**src/design/pds_regs.svh**
```systemverilog
/*
 * Constants for the port four / port five pin sharing block.
 * Assumes inclusion by bare name from design and testbench files.
 */
`ifndef PDS_REGS_SVH
`define PDS_REGS_SVH

// ****************************************
// Widths and pin positions
// ****************************************
`define PDS_P4_W        7
`define PDS_P5_W        2
`define PDS_CS_W        6
`define PDS_S1_TX_BIT   6
`define PDS_S0_TX_BIT   0
`define PDS_S0_RX_BIT   1

// ****************************************
// Reset values
// ****************************************
`define PDS_P4_PER_RST  7'h40
`define PDS_P5_PER_RST  2'h3
`define PDS_P4_PUR_RST  7'h7F
`define PDS_P5_PUR_RST  2'h3
`define PDS_P4_DIR_RST  7'h00
`define PDS_P5_DIR_RST  2'h0
`define PDS_P4_DAT_RST  7'h00
`define PDS_P5_DAT_RST  2'h0

`endif

```
**src/design/pds_pkg.sv**
```systemverilog
/*
 * Types for the pin sharing block.
 * Assumes pds_regs.svh sits beside it.
 */
`include "pds_regs.svh"

package pds_pkg;
	// ****************************************
	// Per-port configuration
	// ****************************************
	typedef struct packed {
		logic [`PDS_P4_W-1:0] per;
		logic [`PDS_P4_W-1:0] dir;
		logic [`PDS_P4_W-1:0] dat;
		logic [`PDS_P4_W-1:0] pur;
	} pds_p4_cfg_type;

	typedef struct packed {
		logic [`PDS_P5_W-1:0] per;
		logic [`PDS_P5_W-1:0] dir;
		logic [`PDS_P5_W-1:0] dat;
		logic [`PDS_P5_W-1:0] pur;
	} pds_p5_cfg_type;

	// ****************************************
	// Pad drive bundle
	// ****************************************
	typedef struct packed {
		logic o;
		logic oe_n;
		logic pu;
	} pds_pad_type;
endpackage

```
**src/design/pds_pin_share.sv**
```systemverilog
/*
 * Pin sharing for port four bits 0..6 and port five bits 0..1.
 * Assumes memory interface and serial channels on the same clock;
 * pad inputs are asynchronous and are synchronised here.
 */
`timescale 1ns/100ps
`default_nettype none
`include "pds_regs.svh"

module pds_pin_share
	import pds_pkg::*;
(
	// Clock and reset
	input  wire logic                  clk,
	input  wire logic                  rst_n,
	// Port four configuration writes
	input  wire logic                  p4_wr,
	input  wire pds_p4_cfg_type        p4_cfg_in,
	// Port five configuration writes
	input  wire logic                  p5_wr,
	input  wire pds_p5_cfg_type        p5_cfg_in,
	// Memory interface
	input  wire logic [`PDS_CS_W-1:0]  mem_sel_n,
	input  wire logic                  mem_bus_active,
	input  wire logic                  bus_drive_keep_bit,
	// Serial channels
	input  wire logic                  serial_zero_tx,
	input  wire logic                  serial_one_tx,
	output logic                       serial_zero_rx,
	// Pad inputs
	input  wire logic [`PDS_P4_W-1:0]  p4_pad_i,
	input  wire logic [`PDS_P5_W-1:0]  p5_pad_i,
	// Pad drive
	output logic [`PDS_P4_W-1:0]       p4_pad_o,
	output logic [`PDS_P4_W-1:0]       p4_pad_oe_n,
	output logic [`PDS_P4_W-1:0]       p4_pad_pu,
	output logic [`PDS_P5_W-1:0]       p5_pad_o,
	output logic [`PDS_P5_W-1:0]       p5_pad_oe_n,
	output logic [`PDS_P5_W-1:0]       p5_pad_pu,
	// GPIO readback
	output logic [`PDS_P4_W-1:0]       p4_in,
	output logic [`PDS_P5_W-1:0]       p5_in,
	output pds_p4_cfg_type             p4_cfg,
	output pds_p5_cfg_type             p5_cfg
);
	// ****************************************
	// Configuration registers
	// ****************************************
	pds_p4_cfg_type p4_cfg_reg;
	pds_p4_cfg_type p4_cfg_next;
	pds_p5_cfg_type p5_cfg_reg;
	pds_p5_cfg_type p5_cfg_next;

	always_comb begin
		p4_cfg_next = p4_cfg_reg;
		p5_cfg_next = p5_cfg_reg;
		if (p4_wr) begin
			p4_cfg_next = p4_cfg_in;
		end
		if (p5_wr) begin
			p5_cfg_next = p5_cfg_in;
		end
	end

	always_ff @(posedge clk or negedge rst_n) begin
		if (!rst_n) begin
			p4_cfg_reg.per <= `PDS_P4_PER_RST;
			p4_cfg_reg.dir <= `PDS_P4_DIR_RST;
			p4_cfg_reg.dat <= `PDS_P4_DAT_RST;
			p4_cfg_reg.pur <= `PDS_P4_PUR_RST;
			p5_cfg_reg.per <= `PDS_P5_PER_RST;
			p5_cfg_reg.dir <= `PDS_P5_DIR_RST;
			p5_cfg_reg.dat <= `PDS_P5_DAT_RST;
			p5_cfg_reg.pur <= `PDS_P5_PUR_RST;
		end else begin
			p4_cfg_reg <= p4_cfg_next;
			p5_cfg_reg <= p5_cfg_next;
		end
	end

	assign p4_cfg = p4_cfg_reg;
	assign p5_cfg = p5_cfg_reg;

	// ****************************************
	// Peripheral drive per pin
	// ****************************************
	logic [`PDS_P4_W-1:0] p4_per_o;
	logic [`PDS_P4_W-1:0] p4_per_oe;
	logic [`PDS_P5_W-1:0] p5_per_o;
	logic [`PDS_P5_W-1:0] p5_per_oe;
	logic                 cs_oe;

	always_comb begin
		cs_oe = mem_bus_active | bus_drive_keep_bit;
		p4_per_o  = {serial_one_tx, mem_sel_n};
		p4_per_oe = {1'b1, {`PDS_CS_W{cs_oe}}};
		p5_per_o  = {1'b0, serial_zero_tx};
		p5_per_oe = 2'h1;
	end

	// ****************************************
	// Pad cells
	// ****************************************
	pds_pad_type p4_pad [`PDS_P4_W];
	pds_pad_type p5_pad [`PDS_P5_W];

	for (genvar i = 0; i < `PDS_P4_W; i++) begin : g_p4
		pds_pad_cell u_cell (
			.clk      (clk),
			.rst_n    (rst_n),
			.per_en   (p4_cfg_reg.per[i]),
			.gpio_dir (p4_cfg_reg.dir[i]),
			.gpio_dat (p4_cfg_reg.dat[i]),
			.pu_en    (p4_cfg_reg.pur[i]),
			.per_o    (p4_per_o[i]),
			.per_oe   (p4_per_oe[i]),
			.pad      (p4_pad[i])
		);
		assign p4_pad_o[i]    = p4_pad[i].o;
		assign p4_pad_oe_n[i] = p4_pad[i].oe_n;
		assign p4_pad_pu[i]   = p4_pad[i].pu;
	end

	for (genvar j = 0; j < `PDS_P5_W; j++) begin : g_p5
		pds_pad_cell u_cell (
			.clk      (clk),
			.rst_n    (rst_n),
			.per_en   (p5_cfg_reg.per[j]),
			.gpio_dir (p5_cfg_reg.dir[j]),
			.gpio_dat (p5_cfg_reg.dat[j]),
			.pu_en    (p5_cfg_reg.pur[j]),
			.per_o    (p5_per_o[j]),
			.per_oe   (p5_per_oe[j]),
			.pad      (p5_pad[j])
		);
		assign p5_pad_o[j]    = p5_pad[j].o;
		assign p5_pad_oe_n[j] = p5_pad[j].oe_n;
		assign p5_pad_pu[j]   = p5_pad[j].pu;
	end

	// ****************************************
	// Input synchronisers and receive path
	// ****************************************
	logic [`PDS_P4_W-1:0] p4_sync;
	logic [`PDS_P5_W-1:0] p5_sync;
	logic                 rx_next;

	pds_sync2 #(.W(`PDS_P4_W)) u_sync4 (
		.clk   (clk),
		.rst_n (rst_n),
		.d     (p4_pad_i),
		.q     (p4_sync)
	);

	pds_sync2 #(.W(`PDS_P5_W)) u_sync5 (
		.clk   (clk),
		.rst_n (rst_n),
		.d     (p5_pad_i),
		.q     (p5_sync)
	);

	always_comb begin
		// Idle high when pin is GPIO
		rx_next = p5_cfg_reg.per[`PDS_S0_RX_BIT] ?
			p5_sync[`PDS_S0_RX_BIT] : 1'b1;
	end

	always_ff @(posedge clk or negedge rst_n) begin
		if (!rst_n) begin
			p4_in          <= '0;
			p5_in          <= '0;
			serial_zero_rx <= 1'b1;
		end else begin
			p4_in          <= p4_sync;
			p5_in          <= p5_sync;
			serial_zero_rx <= rx_next;
		end
	end
endmodule

`default_nettype wire

```
**src/design/pds_sync2.sv**
```systemverilog
/*
 * Two-flop synchroniser for pin inputs.
 * Assumes a single clock domain, async active-low reset.
 */
`timescale 1ns/100ps
`default_nettype none

module pds_sync2 #(
	parameter int W = 1
) (
	// Clock and reset
	input  wire logic         clk,
	input  wire logic         rst_n,
	// Data
	input  wire logic [W-1:0] d,
	output var  logic [W-1:0] q
);
	logic [W-1:0] meta_reg;
	logic [W-1:0] meta_next;
	logic [W-1:0] q_next;

	always_comb begin
		meta_next = d;
		q_next    = meta_reg;
	end

	always_ff @(posedge clk or negedge rst_n) begin
		if (!rst_n) begin
			meta_reg <= '0;
			q        <= '0;
		end else begin
			meta_reg <= meta_next;
			q        <= q_next;
		end
	end
endmodule

`default_nettype wire

```
**src/design/pds_pad_cell.sv**
```systemverilog
/*
 * One shared pad: selects GPIO or peripheral drive.
 * Assumes peripheral drive arrives on the same clock.
 */
`timescale 1ns/100ps
`default_nettype none

module pds_pad_cell
	import pds_pkg::*;
(
	// Clock and reset
	input  wire logic    clk,
	input  wire logic    rst_n,
	// Configuration
	input  wire logic    per_en,
	input  wire logic    gpio_dir,
	input  wire logic    gpio_dat,
	input  wire logic    pu_en,
	// Peripheral drive
	input  wire logic    per_o,
	input  wire logic    per_oe,
	// Pad
	output pds_pad_type  pad
);
	pds_pad_type pad_next;

	always_comb begin
		pad_next.pu = pu_en;
		if (per_en) begin
			pad_next.o    = per_o;
			pad_next.oe_n = ~per_oe;
		end else begin
			pad_next.o    = gpio_dat;
			pad_next.oe_n = ~gpio_dir;
		end
	end

	always_ff @(posedge clk or negedge rst_n) begin
		if (!rst_n) begin
			pad <= '{o: 1'b0, oe_n: 1'b1, pu: 1'b1};
		end else begin
			pad <= pad_next;
		end
	end
endmodule

`default_nettype wire

```
**config.mk**
```make
export PLATFORM = sky130hd
export DESIGN_NAME = pds_pin_share
export DESIGN_NICKNAME = d
export VERILOG_FILES = /design/src/design/pds_pkg.sv /design/src/design/pds_pin_share.sv /design/src/design/pds_sync2.sv /design/src/design/pds_pad_cell.sv
export VERILOG_INCLUDE_DIRS = /design/src /design/src/design
export SDC_FILE = /design/constraint.sdc
export NUM_CORES = 1
export LEC_CHECK = 0
export BUFFER_PORTS_ARGS = -buffer_cell sky130_fd_sc_hd__buf_2
export CORE_MARGIN = 4
export CORE_UTILIZATION = 35
export CTS_CLUSTER_DIAMETER = 60
export DETAILED_ROUTE_END_ITERATION = 8
export GPL_TIMING_DRIVEN = 1
export MAX_ROUTING_LAYER = met4
export SYNTH_ARGS = -nofsm -noshare
export SYNTH_HDL_FRONTEND = slang
export SYNTH_HIERARCHICAL = 1
export SYNTH_SLANG_ARGS = --single-unit
```
**constraint.sdc**
```tcl
create_clock -name clk -period 1.3 [get_ports clk]
set_clock_uncertainty 0.2 [all_clocks]
set_input_delay 0.065 -clock clk [delete_from_list [all_inputs] [get_ports clk]]
set_output_delay 0.065 -clock clk [all_outputs]
set_load 0.1 [all_outputs]
```
# == Yosys cells after proc, flatten, opt, wreduce, memory -nomap -nowiden ==
# Index checks and enable logic that the tools add are counted.
# totals
elab_cells,63
input_bits,59
out_inout_bits,73
ff_bits,91
# op_classes
muxes,10
bitwise,11
# ops
operator,count
$mux W2,9
$not A1 Y1,10
$mux W1,1
$or A1 B1 Y1,1

# == Logic depth before layout (Yosys ltp) ==
# Gate-level depths: netlist of the first run.
# depth
ltp_word,3
mapped_depth,3
mapped_depth_nobuf,2

# == Cells and area by module ==
# The synthesis of the first run kept the hierarchy.
# by_module_without_submodules
mod,area_each_um2,n_inst,seq_area_each_um2,cells_each
pds_pin_share,1724.2,1,1167.4,90
pds_pad_cell,102.6,9,77.6,5
pds_sync2 at u_sync4,350.3,1,350.3,14
pds_sync2 at u_sync5,100.1,1,100.1,4

# == Least setup slack after synthesis of the first run ==
# No wires, ideal clock.
# synth_timing
kind,flip-flop to flip-flop
startpoint,"register p4_cfg_reg, in the netlist p4_cfg[21]"
endpoint,register g_p4[0].u_cell/pad[2] in the netlist's numbering
t_arrival_ps,1305
path_buffers,0
period_less_slack_ps,1632
stages_incl_launch_ff,2
setup_ps,126
slack_ps,-332
path_cell_list,dfrtp_1 > mux2_4
# synth_rtl
element,line_no,text
start: declaration,pds_pin_share.sv:49,pds_p4_cfg_type p4_cfg_reg;
start signal: assignment,pds_pin_share.sv:76,p4_cfg_reg <= p4_cfg_next;
end signal: assignment,pds_pad_cell.sv:40,"pad <= '{o: 1'b0, oe_n: 1'b1, pu: 1'b1};"
end signal: assignment,pds_pad_cell.sv:42,pad <= pad_next;
end: declaration,pds_pad_cell.sv:23,output pds_pad_type pad

# == Final worst setup path of the first run ==
# layout_timing
startpoint,"register p5_cfg_reg, in the netlist p5_cfg[7]"
endpoint,output port p5_cfg[7] in the netlist's numbering
# layout_rtl
element,line_no,text
start: declaration,pds_pin_share.sv:51,pds_p5_cfg_type p5_cfg_reg;
start signal: assignment,pds_pin_share.sv:77,p5_cfg_reg <= p5_cfg_next;
end: declaration,pds_pin_share.sv:44,output pds_p5_cfg_type p5_cfg
# No word-level cell between the ends.

==> reports/results.tsv, run 1 <==
stage	metric	value	unit
setup_path	Worst EP required	1.03	ns
sta	Tmin final	1.49	ns
floorplan	core area	8680	µm²
placement	routability cong.	0.704	
setup_path	r2r startpoint	p5_cfg[7]	
global_routing	Overflow after GRT	0	
yosys	Yosys cell types	11	
yosys	Seq/Total Area, Yosys	74.8	%
setup_path	critical path startpoint	p5_cfg[7]	
yosys	post-synthesis compound-gate area fraction	0	%
setup_path	FF-to-FF path depth	2	
setup_path	kind of cell adding the most delay to the critical path	flip-flops	
yosys	adder-cell area share of the yosys netlist	0	%
flow_run	Max-cap violations	0	
final_layout	max FFs per register	28	
global_routing	largest net degree at the start of global routing	39	
detailed_routing	WL per Instance	15.9	µm
final_layout	area of the multi-input gates	733	µm²
clocking	clock sink count	91	
clocking	CTS H-Tree Depth	3	
sta	final setup fails	33	
clocking	CTS hold repair buffers	57	
floorplan	Core Rows	34	
floorplan	Die X	102	µm
setup_path	CP max stage delay	0.63	ns
setup_path	Crit-path slowest cell	dfstp_4	
setup_path	r2r setup slk	-0.06	ns
run_status	status	finished, violations left	
clocking	Clk Latency, worst-skew pair	0.34	ns
global_routing	total track usage	15.8	%
final_layout	commonest non-fill, non-tap cell in the layout	buf_12	
global_routing	global-route wire length before repair	11.8	mm
power_and_ir_drop	pwr dens	1470	nW/µm²
yosys	syn avg cell area	20.2	µm²
sta	Tcrit/Tclk final	115	%
sta	unrepaired setup endpoints after global routing	true	
floorplan	number of top-level pins	132	
final_layout	FILL cells	580	
power_and_ir_drop	Max VDD drop	0.903	mV
detailed_routing	DRT iter0 DRCs	16	
setup_path	CP Max Fanout	2	
final_layout	Area Overhead vs Synth	93.6	%
clocking	CTS tree	yes	
final_layout	Sequential Area	2400	µm²
sta	Slew Viols, Final	0	
setup_path	critical path arrival	1.22	ns
setup_path	Critical Path Stages	2	
final_layout	fraction of layout instances using a drive strength above 1	71.5	%
yosys	Post-Synth Simple-Gate Area	0.404	%
clocking	TritonCTS Buffers	9	
yosys	XOR/XNOR share of the synthesized area	0	%
setup_path	Reg2Reg Capture Point	g_p5[1].u_cell/pad[2]	
final_layout	final net count	429	
setup_path	CP Cell Sequence	buf_6 > buf_12	
detailed_routing	DRC	0	
detailed_routing	Pre-antenna DRT Iters	4	
setup_path	WP buf/inv	2	
sta	max frequency	672	MHz
setup_path	Worst setup EP type	primary output	
hold_path	HP Class	primary input to asynchronous set/reset pin	
clocking	worst-case clock buffer depth	2	
setup_path	Crit Path Class	flip-flop to primary output	
placement	hpwl dp	5.14	mm
detailed_routing	Detail Route Antenna Nets	0	
yosys	main combinational cell family by area after synthesis	multiplexers	
final_layout	Antenna Cells	0	
global_routing	vias in the first global route	2262	
final_layout	fin area	6000	µm²
yosys	mux share of post-synthesis cell area	22.8	%
detailed_routing	vias per cell	4.24	
floorplan	die extent in y	102	µm
detailed_routing	routed wire length	7.67	mm
placement	Place WS	0.0559	ns
yosys	area of the mapped netlist	3100	µm²
placement	placed inst area	5110	µm²
clocking	root buf cell	clkbuf_8	
yosys	FF+latch count, synth	91	
yosys	Ys Warns	6	
global_routing	initial antenna violation count	0	
setup_path	Setup crit start kind	flip-flop	
floorplan	Die ar.	10400	µm²
sta	Hold Fails Final Rpt	18	
sta	setup ws final	-0.189	ns
power_and_ir_drop	Leakage	2.75	nW
clocking	Clock transition at path regs	0.09	ns
final_layout	most frequent cells in the layout	buf_12 (76), dlygate4sd3_1 (57), buf_2 (57), dfrtp_1 (36), mux2_4 (29)	
sta	hold_ws	-0.0782	ns
detailed_routing	via count	2048	
run_status	failing checks	hold timing, setup timing	
placement	PortBufs	131	
yosys	synthesized instance count	153	
floorplan	initial core utilization	35.7	%
## area by class of cell
class	count	share of cell area, %
sequential	91	40.1
clock buffer	9	2.07
clock inverter	7	1.36
multi-input combinational	60	12.2
tap	108	2.25
timing repair buffer	208	42.0
## worst max-delay path by stage
| stage | endpoint | slack (ns) |
|---|---|---|
| floorplan | g_p5[1].u_cell/pad[2] | -0.13 |
| global placement | g_p5[1].u_cell/pad[2] | 0.07 |
| detailed placement | g_p5[1].u_cell/pad[2] | 0.06 |
| CTS | p5_cfg[7] | -0.21 |
| global route | p5_cfg[7] | -0.24 |
| finish | p5_cfg[7] | -0.19 |
## cell families (layout without fill, tap and decap cells)
kind of cell  after synthesis  after routing
flops                      91             91
simple gates                2              2
buf+inv                     4            224
mux                        54             54
other cells                 2              4
## synthesized netlist by cell type
cell type | n | area (µm²)
dfrtp_1 | 60 | 1500
dfstp_2 | 31 | 815
mux2_4 | 29 | 435
mux2_2 | 16 | 180
mux2i_1 | 9 | 90.1
buf_12 | 2 | 40.0
conb_1 | 2 | 7.51
buf_2 | 1 | 5.00
buf_6 | 1 | 11.3
nand2b_1 | 1 | 6.26
or2_2 | 1 | 6.26
## report_power, final
group | internal [mW] | switching, mW
logic | 1.35 | 2.07
registers | 3.21 | 0.255
clock network | 0.923 | 1.03
total | 5.49 | 3.35
## worst reg2reg max path, cell delays in order (launching register included)
cell     delay [ns]
dfstp_4        0.63
buf_4          0.13
mux2_4         0.29
## routing by layer
layer | track usage (%) | routed length [µm] | vias to the layer above
met5 | - | 0 | -
met4 | 4.34 | 95 | 0
met3 | 6.89 | 732 | 9
met2 | 25.2 | 3790 | 98
met1 | 18.1 | 3060 | 999
li1 | - | - | 942
## metrics by stage
step	std cells	TNS, ns	utilization (%)	total power, mW
final	483	-2.52	69.1	8.84
after global routing	483	-4.28	69.1	9.19
after CTS	482	-3.28	69.0	8.93
after detailed placement	396	0	58.9	6.75
after global placement	396	0	58.9	6.72
after floorplan	155	-0.441	-	5.41
## timing repair
item | CTS | global route
cloned | 0 | 0
hold endpoints to repair | 150 | 18
resized for setup | 2 | 0
setup buffers | 15 | 1
endpoints found under the setup margin | 36 | 39
(Power assumes the default switching activity.)
==> run 2: changes to the inputs <==
--- a/config.mk
+++ b/config.mk
@@ -13,6 +13,7 @@
 export DETAILED_ROUTE_END_ITERATION = 8
 export GPL_TIMING_DRIVEN = 1
 export MAX_ROUTING_LAYER = met4
+export RECOVER_POWER = 50
 export SYNTH_ARGS = -nofsm -noshare
 export SYNTH_HDL_FRONTEND = slang
 export SYNTH_HIERARCHICAL = 1
==> reports/results.tsv, run 2 (synthesis gave the netlist of run 1 again) <==
stage	metric	value	unit	change
clocking	Clock transition at path regs	0.10	ns	about the same
final_layout	final net count	429		unchanged
power_and_ir_drop	Design Power	8.83	mW	about the same
detailed_routing	DRC	0		unchanged
setup_path	Setup crit start kind	flip-flop		
floorplan	die extent in y	102	µm	unchanged
detailed_routing	Detail Route Antenna Nets	0		unchanged
final_layout	FILL cells	585		+0.86%
clocking	worst-case clock buffer depth	2		unchanged
clocking	root buf cell	clkbuf_8		
final_layout	fraction of layout instances using a drive strength above 1	71.5	%	unchanged
global_routing	initial antenna violation count	0		unchanged
floorplan	Die ar.	10400	µm²	unchanged
placement	Cells after DPL	396		unchanged
setup_path	critical path arrival	1.22	ns	about the same
final_layout	non-filler cells, final	483		unchanged
power_and_ir_drop	switching share of total power	38.0	%	about the same
final_layout	most frequent cells in the layout	buf_12 (74), dlygate4sd3_1 (57), buf_2 (57), dfrtp_1 (36), mux2_4 (29)		
clocking	CTS H-Tree Depth	3		unchanged
detailed_routing	vias per cell	4.24		unchanged
power_and_ir_drop	pwr dens	1480	nW/µm²	+0.24%
sta	Hold Fails Final Rpt	18		unchanged
global_routing	Overflow after GRT	0		unchanged
power_and_ir_drop	part of the power in the clock network	22.1	%	about the same
detailed_routing	WL per Instance	15.9	µm	about the same
sta	unrepaired setup endpoints after global routing	true		
setup_path	Crit Path Class	flip-flop to primary output		
placement	hpwl dp	5.14	mm	unchanged
placement	routability cong.	0.704		unchanged
power_and_ir_drop	sw power	3.35	mW	about the same
power_and_ir_drop	Gate power share	38.6	%	about the same
sta	Slew Viols, Final	0		unchanged
floorplan	core area	8680	µm²	unchanged
sta	Tcrit/Tclk final	115	%	about the same
setup_path	FF-to-FF path depth	2		unchanged
power_and_ir_drop	Leakage	2.74	nW	-0.27%
power_and_ir_drop	Max VDD drop	0.903	mV	about the same
placement	placed inst area	5110	µm²	unchanged
final_layout	max FFs per register	28		unchanged
final_layout	commonest non-fill, non-tap cell in the layout	buf_12		
global_routing	total track usage	15.8	%	unchanged
final_layout	Antenna Cells	0		unchanged
placement	PortBufs	131		unchanged
sta	hold_ws	-0.00916	ns	+0.0690 ns
sta	Tmin final	1.49	ns	+0.0000180 ns
hold_path	HP Class	primary input to asynchronous set/reset pin		
final_layout	final design utilization	68.9	%	-0.23 points
floorplan	initial core utilization	35.7	%	unchanged
floorplan	number of top-level pins	132		unchanged
sta	setup TNS	-2.52	ns	+0.000310 ns
sta	max frequency	672	MHz	about the same
setup_path	Worst EP required	1.03	ns	about the same
clocking	CTS tree	yes		
run_status	status	finished, violations left		
detailed_routing	DRT iter0 DRCs	16		unchanged
detailed_routing	routed wire length	7.67	mm	about the same
clocking	clock sink count	91		unchanged
sta	final setup fails	33		unchanged
setup_path	Worst setup EP type	primary output		
floorplan	Core Rows	34		unchanged
placement	Place WS	0.0559	ns	unchanged
global_routing	vias in the first global route	2262		unchanged
flow_run	Max-cap violations	0		unchanged
global_routing	largest net degree at the start of global routing	39		unchanged
floorplan	Die X	102	µm	unchanged
clocking	CTS hold repair buffers	57		unchanged
detailed_routing	Pre-antenna DRT Iters	4		unchanged
final_layout	fin area	5980	µm²	-0.33%
clocking	Clk Latency, worst-skew pair	0.34	ns	about the same
global_routing	global-route wire length before repair	11.8	mm	unchanged
sta	setup ws final	-0.189	ns	-0.0000180 ns
power_and_ir_drop	Reg power frac	39.2	%	about the same
clocking	TritonCTS Buffers	9		unchanged
run_status	failing checks	hold timing, setup timing		
final_layout	Area Overhead vs Synth	92.9	%	
detailed_routing	via count	2048		unchanged
setup_path	CP Max Fanout	2		unchanged
power_and_ir_drop	Int Pwr	5.48	mW	-0.13%
-- run 2: cell types whose count changed in the layout (fill, tap and decap cells not counted), sizes merged --
cell	previous run	this run
buf	151	150
clkbuf	9	10
-- run 2: path summary, 6_finish.rpt --
check	end	from	slack, ns
max in group asynchronous	g_p4[2].u_cell/pad[1]	rst_n	0.16
min reg2reg	u_sync5/q[1]	u_sync5/meta_reg[1]	0.15
max reg2reg	g_p5[1].u_cell/pad[2]	p5_cfg[7]	-0.06
min	u_sync4/meta_reg[2]	rst_n	-0.009
min in group clk	p4_cfg[26]	p4_wr	0.05
max	p5_cfg[7]	p5_cfg[7]	-0.19
-- run 2: cell type report --
| type | count | area (µm²) | share of cell area, % |
|---|---|---|---|
| well taps | 108 | 135 | 2.26 |
| multi-input cells | 60 | 733 | 12.3 |
| repair buffers | 208 | 2500 | 41.8 |
| clock inverters | 7 | 81.3 | 1.36 |
| flip-flops and latches | 91 | 2400 | 40.2 |
| clock buffers | 9 | 124 | 2.07 |
-- run 2: power groups by stage --
stage	clock, mW	combinational (mW)	sequential [mW]
after floorplan	0	0.289	5.12
final	1.95	3.41	3.47
after CTS	2.03	3.43	3.47
after global placement	0	3.19	3.52
after global routing	2.17	3.50	3.50
after detailed placement	0	3.21	3.54
-- run 2: layer usage --
layer  track usage [%]  vias to the layer above  wire length, µm  share of wire [%]
met3              6.89                        9              732                9.5
met4              4.34                        0               95                1.2
li1                  -                      942                -                  -
met5                 -                        -                0                  0
met2              25.2                       98             3790                 49
met1              18.1                      999             3060                 40
-- run 2: repair_timing --
item                                    in CTS  in global routing
cloned                                       0                  0
endpoints found under the hold margin      150                 18
endpoints found under the setup margin      36                 39
gates resized for setup                      2                  0
setup buffers                               15                  1
-- run 2: worst max-delay path, stage by stage, from the launching register on --
cell and delay, ns:
dfstp_4 0.63, buf_6 0.09, buf_12 0.16
==> run 3: changes to the inputs <==
==> constraint.sdc (replaced) <==
create_clock -name clk -period 1.6 [get_ports clk]
set_clock_uncertainty 0.2 [all_clocks]
set_input_delay 0.08 -clock clk [delete_from_list [all_inputs] [get_ports clk]]
set_output_delay 0.08 -clock clk [all_outputs]
set_load 0.1 [all_outputs]
==> reports/results.tsv, run 3 (synthesis gave the netlist of run 1 again) <==
stage	metric	value	unit	change
run_status	status	finished clean		
final_layout	final design utilization	55.9	%	-13 points
power_and_ir_drop	switching share of total power	40.5	%	+2.6 points
setup_path	critical path arrival	1.57	ns	+0.35 ns
detailed_routing	routed wire length	6.93	mm	-9.7%
final_layout	fraction of layout instances using a drive strength above 1	59.7	%	-12 points
placement	routability cong.	0.732		+4.0%
power_and_ir_drop	Leakage	2.32	nW	-15%
final_layout	Area Overhead vs Synth	56.6	%	
sta	Tmin final	1.55	ns	
clocking	worst-case clock buffer depth	2		unchanged
detailed_routing	met2 WL	3.31	mm	-13%
clocking	Clock transition at path regs	0.09	ns	about the same
sta	slew margin rel.	47.1	%	
clocking	Setup Buffers After CTS	0		-15
detailed_routing	wl on met1	3.04	mm	-0.75%
floorplan	core area	8680	µm²	unchanged
sta	setup TNS	0	ns	+2.52 ns
detailed_routing	via count	2032		-0.78%
clocking	TritonCTS Buffers	9		unchanged
final_layout	final net count	424		-1.2%
sta	Slew Viols, Final	0		unchanged
power_and_ir_drop	Reg power frac	42.7	%	+3.5 points
power_and_ir_drop	Gate power share	34.4	%	-4.2 points
floorplan	number of top-level pins	132		unchanged
floorplan	Die X	102	µm	unchanged
detailed_routing	DRC	0		unchanged
clocking	clock sink count	91		unchanged
placement	hpwl dp	4.31	mm	-16%
sta	final setup fails	0		-100%
detailed_routing	vias per cell	4.25		+0.26%
detailed_routing	max layer used	met4		
flow_run	Max-cap violations	0		unchanged
clocking	Clk Latency, worst-skew pair	0.34	ns	about the same
sta	max frequency	643	MHz	
detailed_routing	met3 WL	509	µm	-30%
detailed_routing	WL per Instance	14.5	µm	-8.8%
setup_path	Worst setup EP type	flip-flop		
final_layout	Sequential Area	2320	µm²	-3.3%
setup_path	CP Max Fanout	3		+1
floorplan	Core Rows	34		unchanged
floorplan	Die ar.	10400	µm²	unchanged
power_and_ir_drop	pwr dens	1300	nW/µm²	-12%
floorplan	initial core utilization	35.7	%	unchanged
hold_path	HP Class	primary input to flip-flop		
setup_path	Setup crit start kind	flip-flop		
final_layout	area of the multi-input gates	729	µm²	-0.51%
floorplan	die extent in y	102	µm	unchanged
power_and_ir_drop	Int Pwr	3.75	mW	-32%
global_routing	initial antenna violation count	0		unchanged
sta	hold_ws	0.0245	ns	+0.0336 ns
global_routing	global-route wire length before repair	11.2	mm	-4.9%
sta	Tightest Pin Transition	0.793	ns	
sta	Hold Fails Final Rpt	0		-18
global_routing	Overflow after GRT	0		unchanged
clocking	CTS tree	yes		
sta	unrepaired setup endpoints after global routing	false		
sta	Tcrit/Tclk final	97.2	%	
final_layout	Antenna Cells	0		unchanged
setup_path	Crit Path Class	flip-flop to flip-flop		
detailed_routing	Detail Route Antenna Nets	0		unchanged
placement	PortBufs	131		unchanged
power_and_ir_drop	part of the power in the clock network	22.9	%	+0.8 points
final_layout	max FFs per register	28		unchanged
clocking	CTS H-Tree Depth	3		unchanged
global_routing	vias in the first global route	2284		+0.97%
power_and_ir_drop	sw power	2.56	mW	-24%
detailed_routing	DRT iter0 DRCs	24		+8
final_layout	commonest non-fill, non-tap cell in the layout	buf_2		
global_routing	total track usage	14.7	%	-1.1 points
detailed_routing	Pre-antenna DRT Iters	4		unchanged
clocking	root buf cell	clkbuf_8		
power_and_ir_drop	Max VDD drop	0.669	mV	-26%
global_routing	largest net degree at the start of global routing	92		+140%
setup_path	Worst EP required	1.62	ns	+0.59 ns
final_layout	most frequent cells in the layout	buf_2 (101), dlygate4sd3_1 (70), dfrtp_1 (54), mux2_4 (28), dfstp_2 (22)		
final_layout	FILL cells	695		+19%
[run 3: cell types whose count changed in the layout (fill, tap and decap cells not counted), sizes merged]
cell | previous run | this run
dlygate4sd3 | 57 | 70
clkbuf | 10 | 27
bufinv | 1 | 0
inv | 4 | 1
buf | 150 | 117
clkinvlp | 0 | 2
[run 3: timing repair]
item / CTS / global route
hold buffers: 70 / 0
pin swaps: 0 / 0
gates resized for setup: 13 / 15
hold endpoints to repair: 150 / 0
setup endpoints to repair: 13 / 15
[run 3: stage by stage]
| stage | total power, mW | instance area, µm² | cells | worst slack (ns) |
|---|---|---|---|---|
| 6_report | 6.30 | 4850 | 478 | 0.0452 |
| 5_1_grt | 6.56 | 4850 | 478 | 0.00265 |
| 4_1_cts | 6.36 | 4830 | 478 | 0.000976 |
| 3_5_place_dp | 4.72 | 3910 | 392 | 0.327 |
| 3_3_place_gp | 4.70 | 3910 | 392 | 0.342 |
| 2_1_floorplan | 4.36 | 3110 | 155 | 0.0619 |
[run 3: final timing paths]
path	startpoint	depth (start not counted)	endpoint	slack [ns]
worst max register to register	p5_cfg[5]	2	p5_cfg[5]	0.05
worst min-delay path	p4_wr	2	p4_cfg[0]	0.02
worst min register to register	u_sync5/meta_reg[1]	0	u_sync5/q[1]	0.15
max in group asynchronous	rst_n	3	p4_cfg[26]	0.36
worst max-delay path	p5_cfg[5]	2	p5_cfg[5]	0.05
min in group asynchronous	rst_n	3	p4_in[4]	0.26
[run 3: layout make-up]
type	count	area share (%)
sequential	91	47.9
multi-input combinational	60	15.0
clock inverter	5	0.748
timing repair buffer	203	30.4
clock buffer	11	3.12
tap	108	2.79
[run 3: worst max-delay path: stages (launching register included)]
cell and delay (ns):
dfrtp_1 0.41, mux2_2 0.27, dlygate4sd3_1 0.56
[run 3: layer usage]
metal	global-route usage, %	up-vias
met2	23.3	96
li1	-	938
met3	3.89	6
met5	-	-
met1	18.4	992
met4	4.84	0
[run 3: power groups by stage]
| stage | sequential [mW] | combinational, mW | clock, mW |
|---|---|---|---|
| 6_report | 2.69 | 2.17 | 1.44 |
| 5_1_grt | 2.72 | 2.24 | 1.60 |
| 2_1_floorplan | 4.12 | 0.237 | 0 |
| 3_3_place_gp | 2.73 | 1.97 | 0 |
| 4_1_cts | 2.70 | 2.15 | 1.50 |
| 3_5_place_dp | 2.74 | 1.98 | 0 |
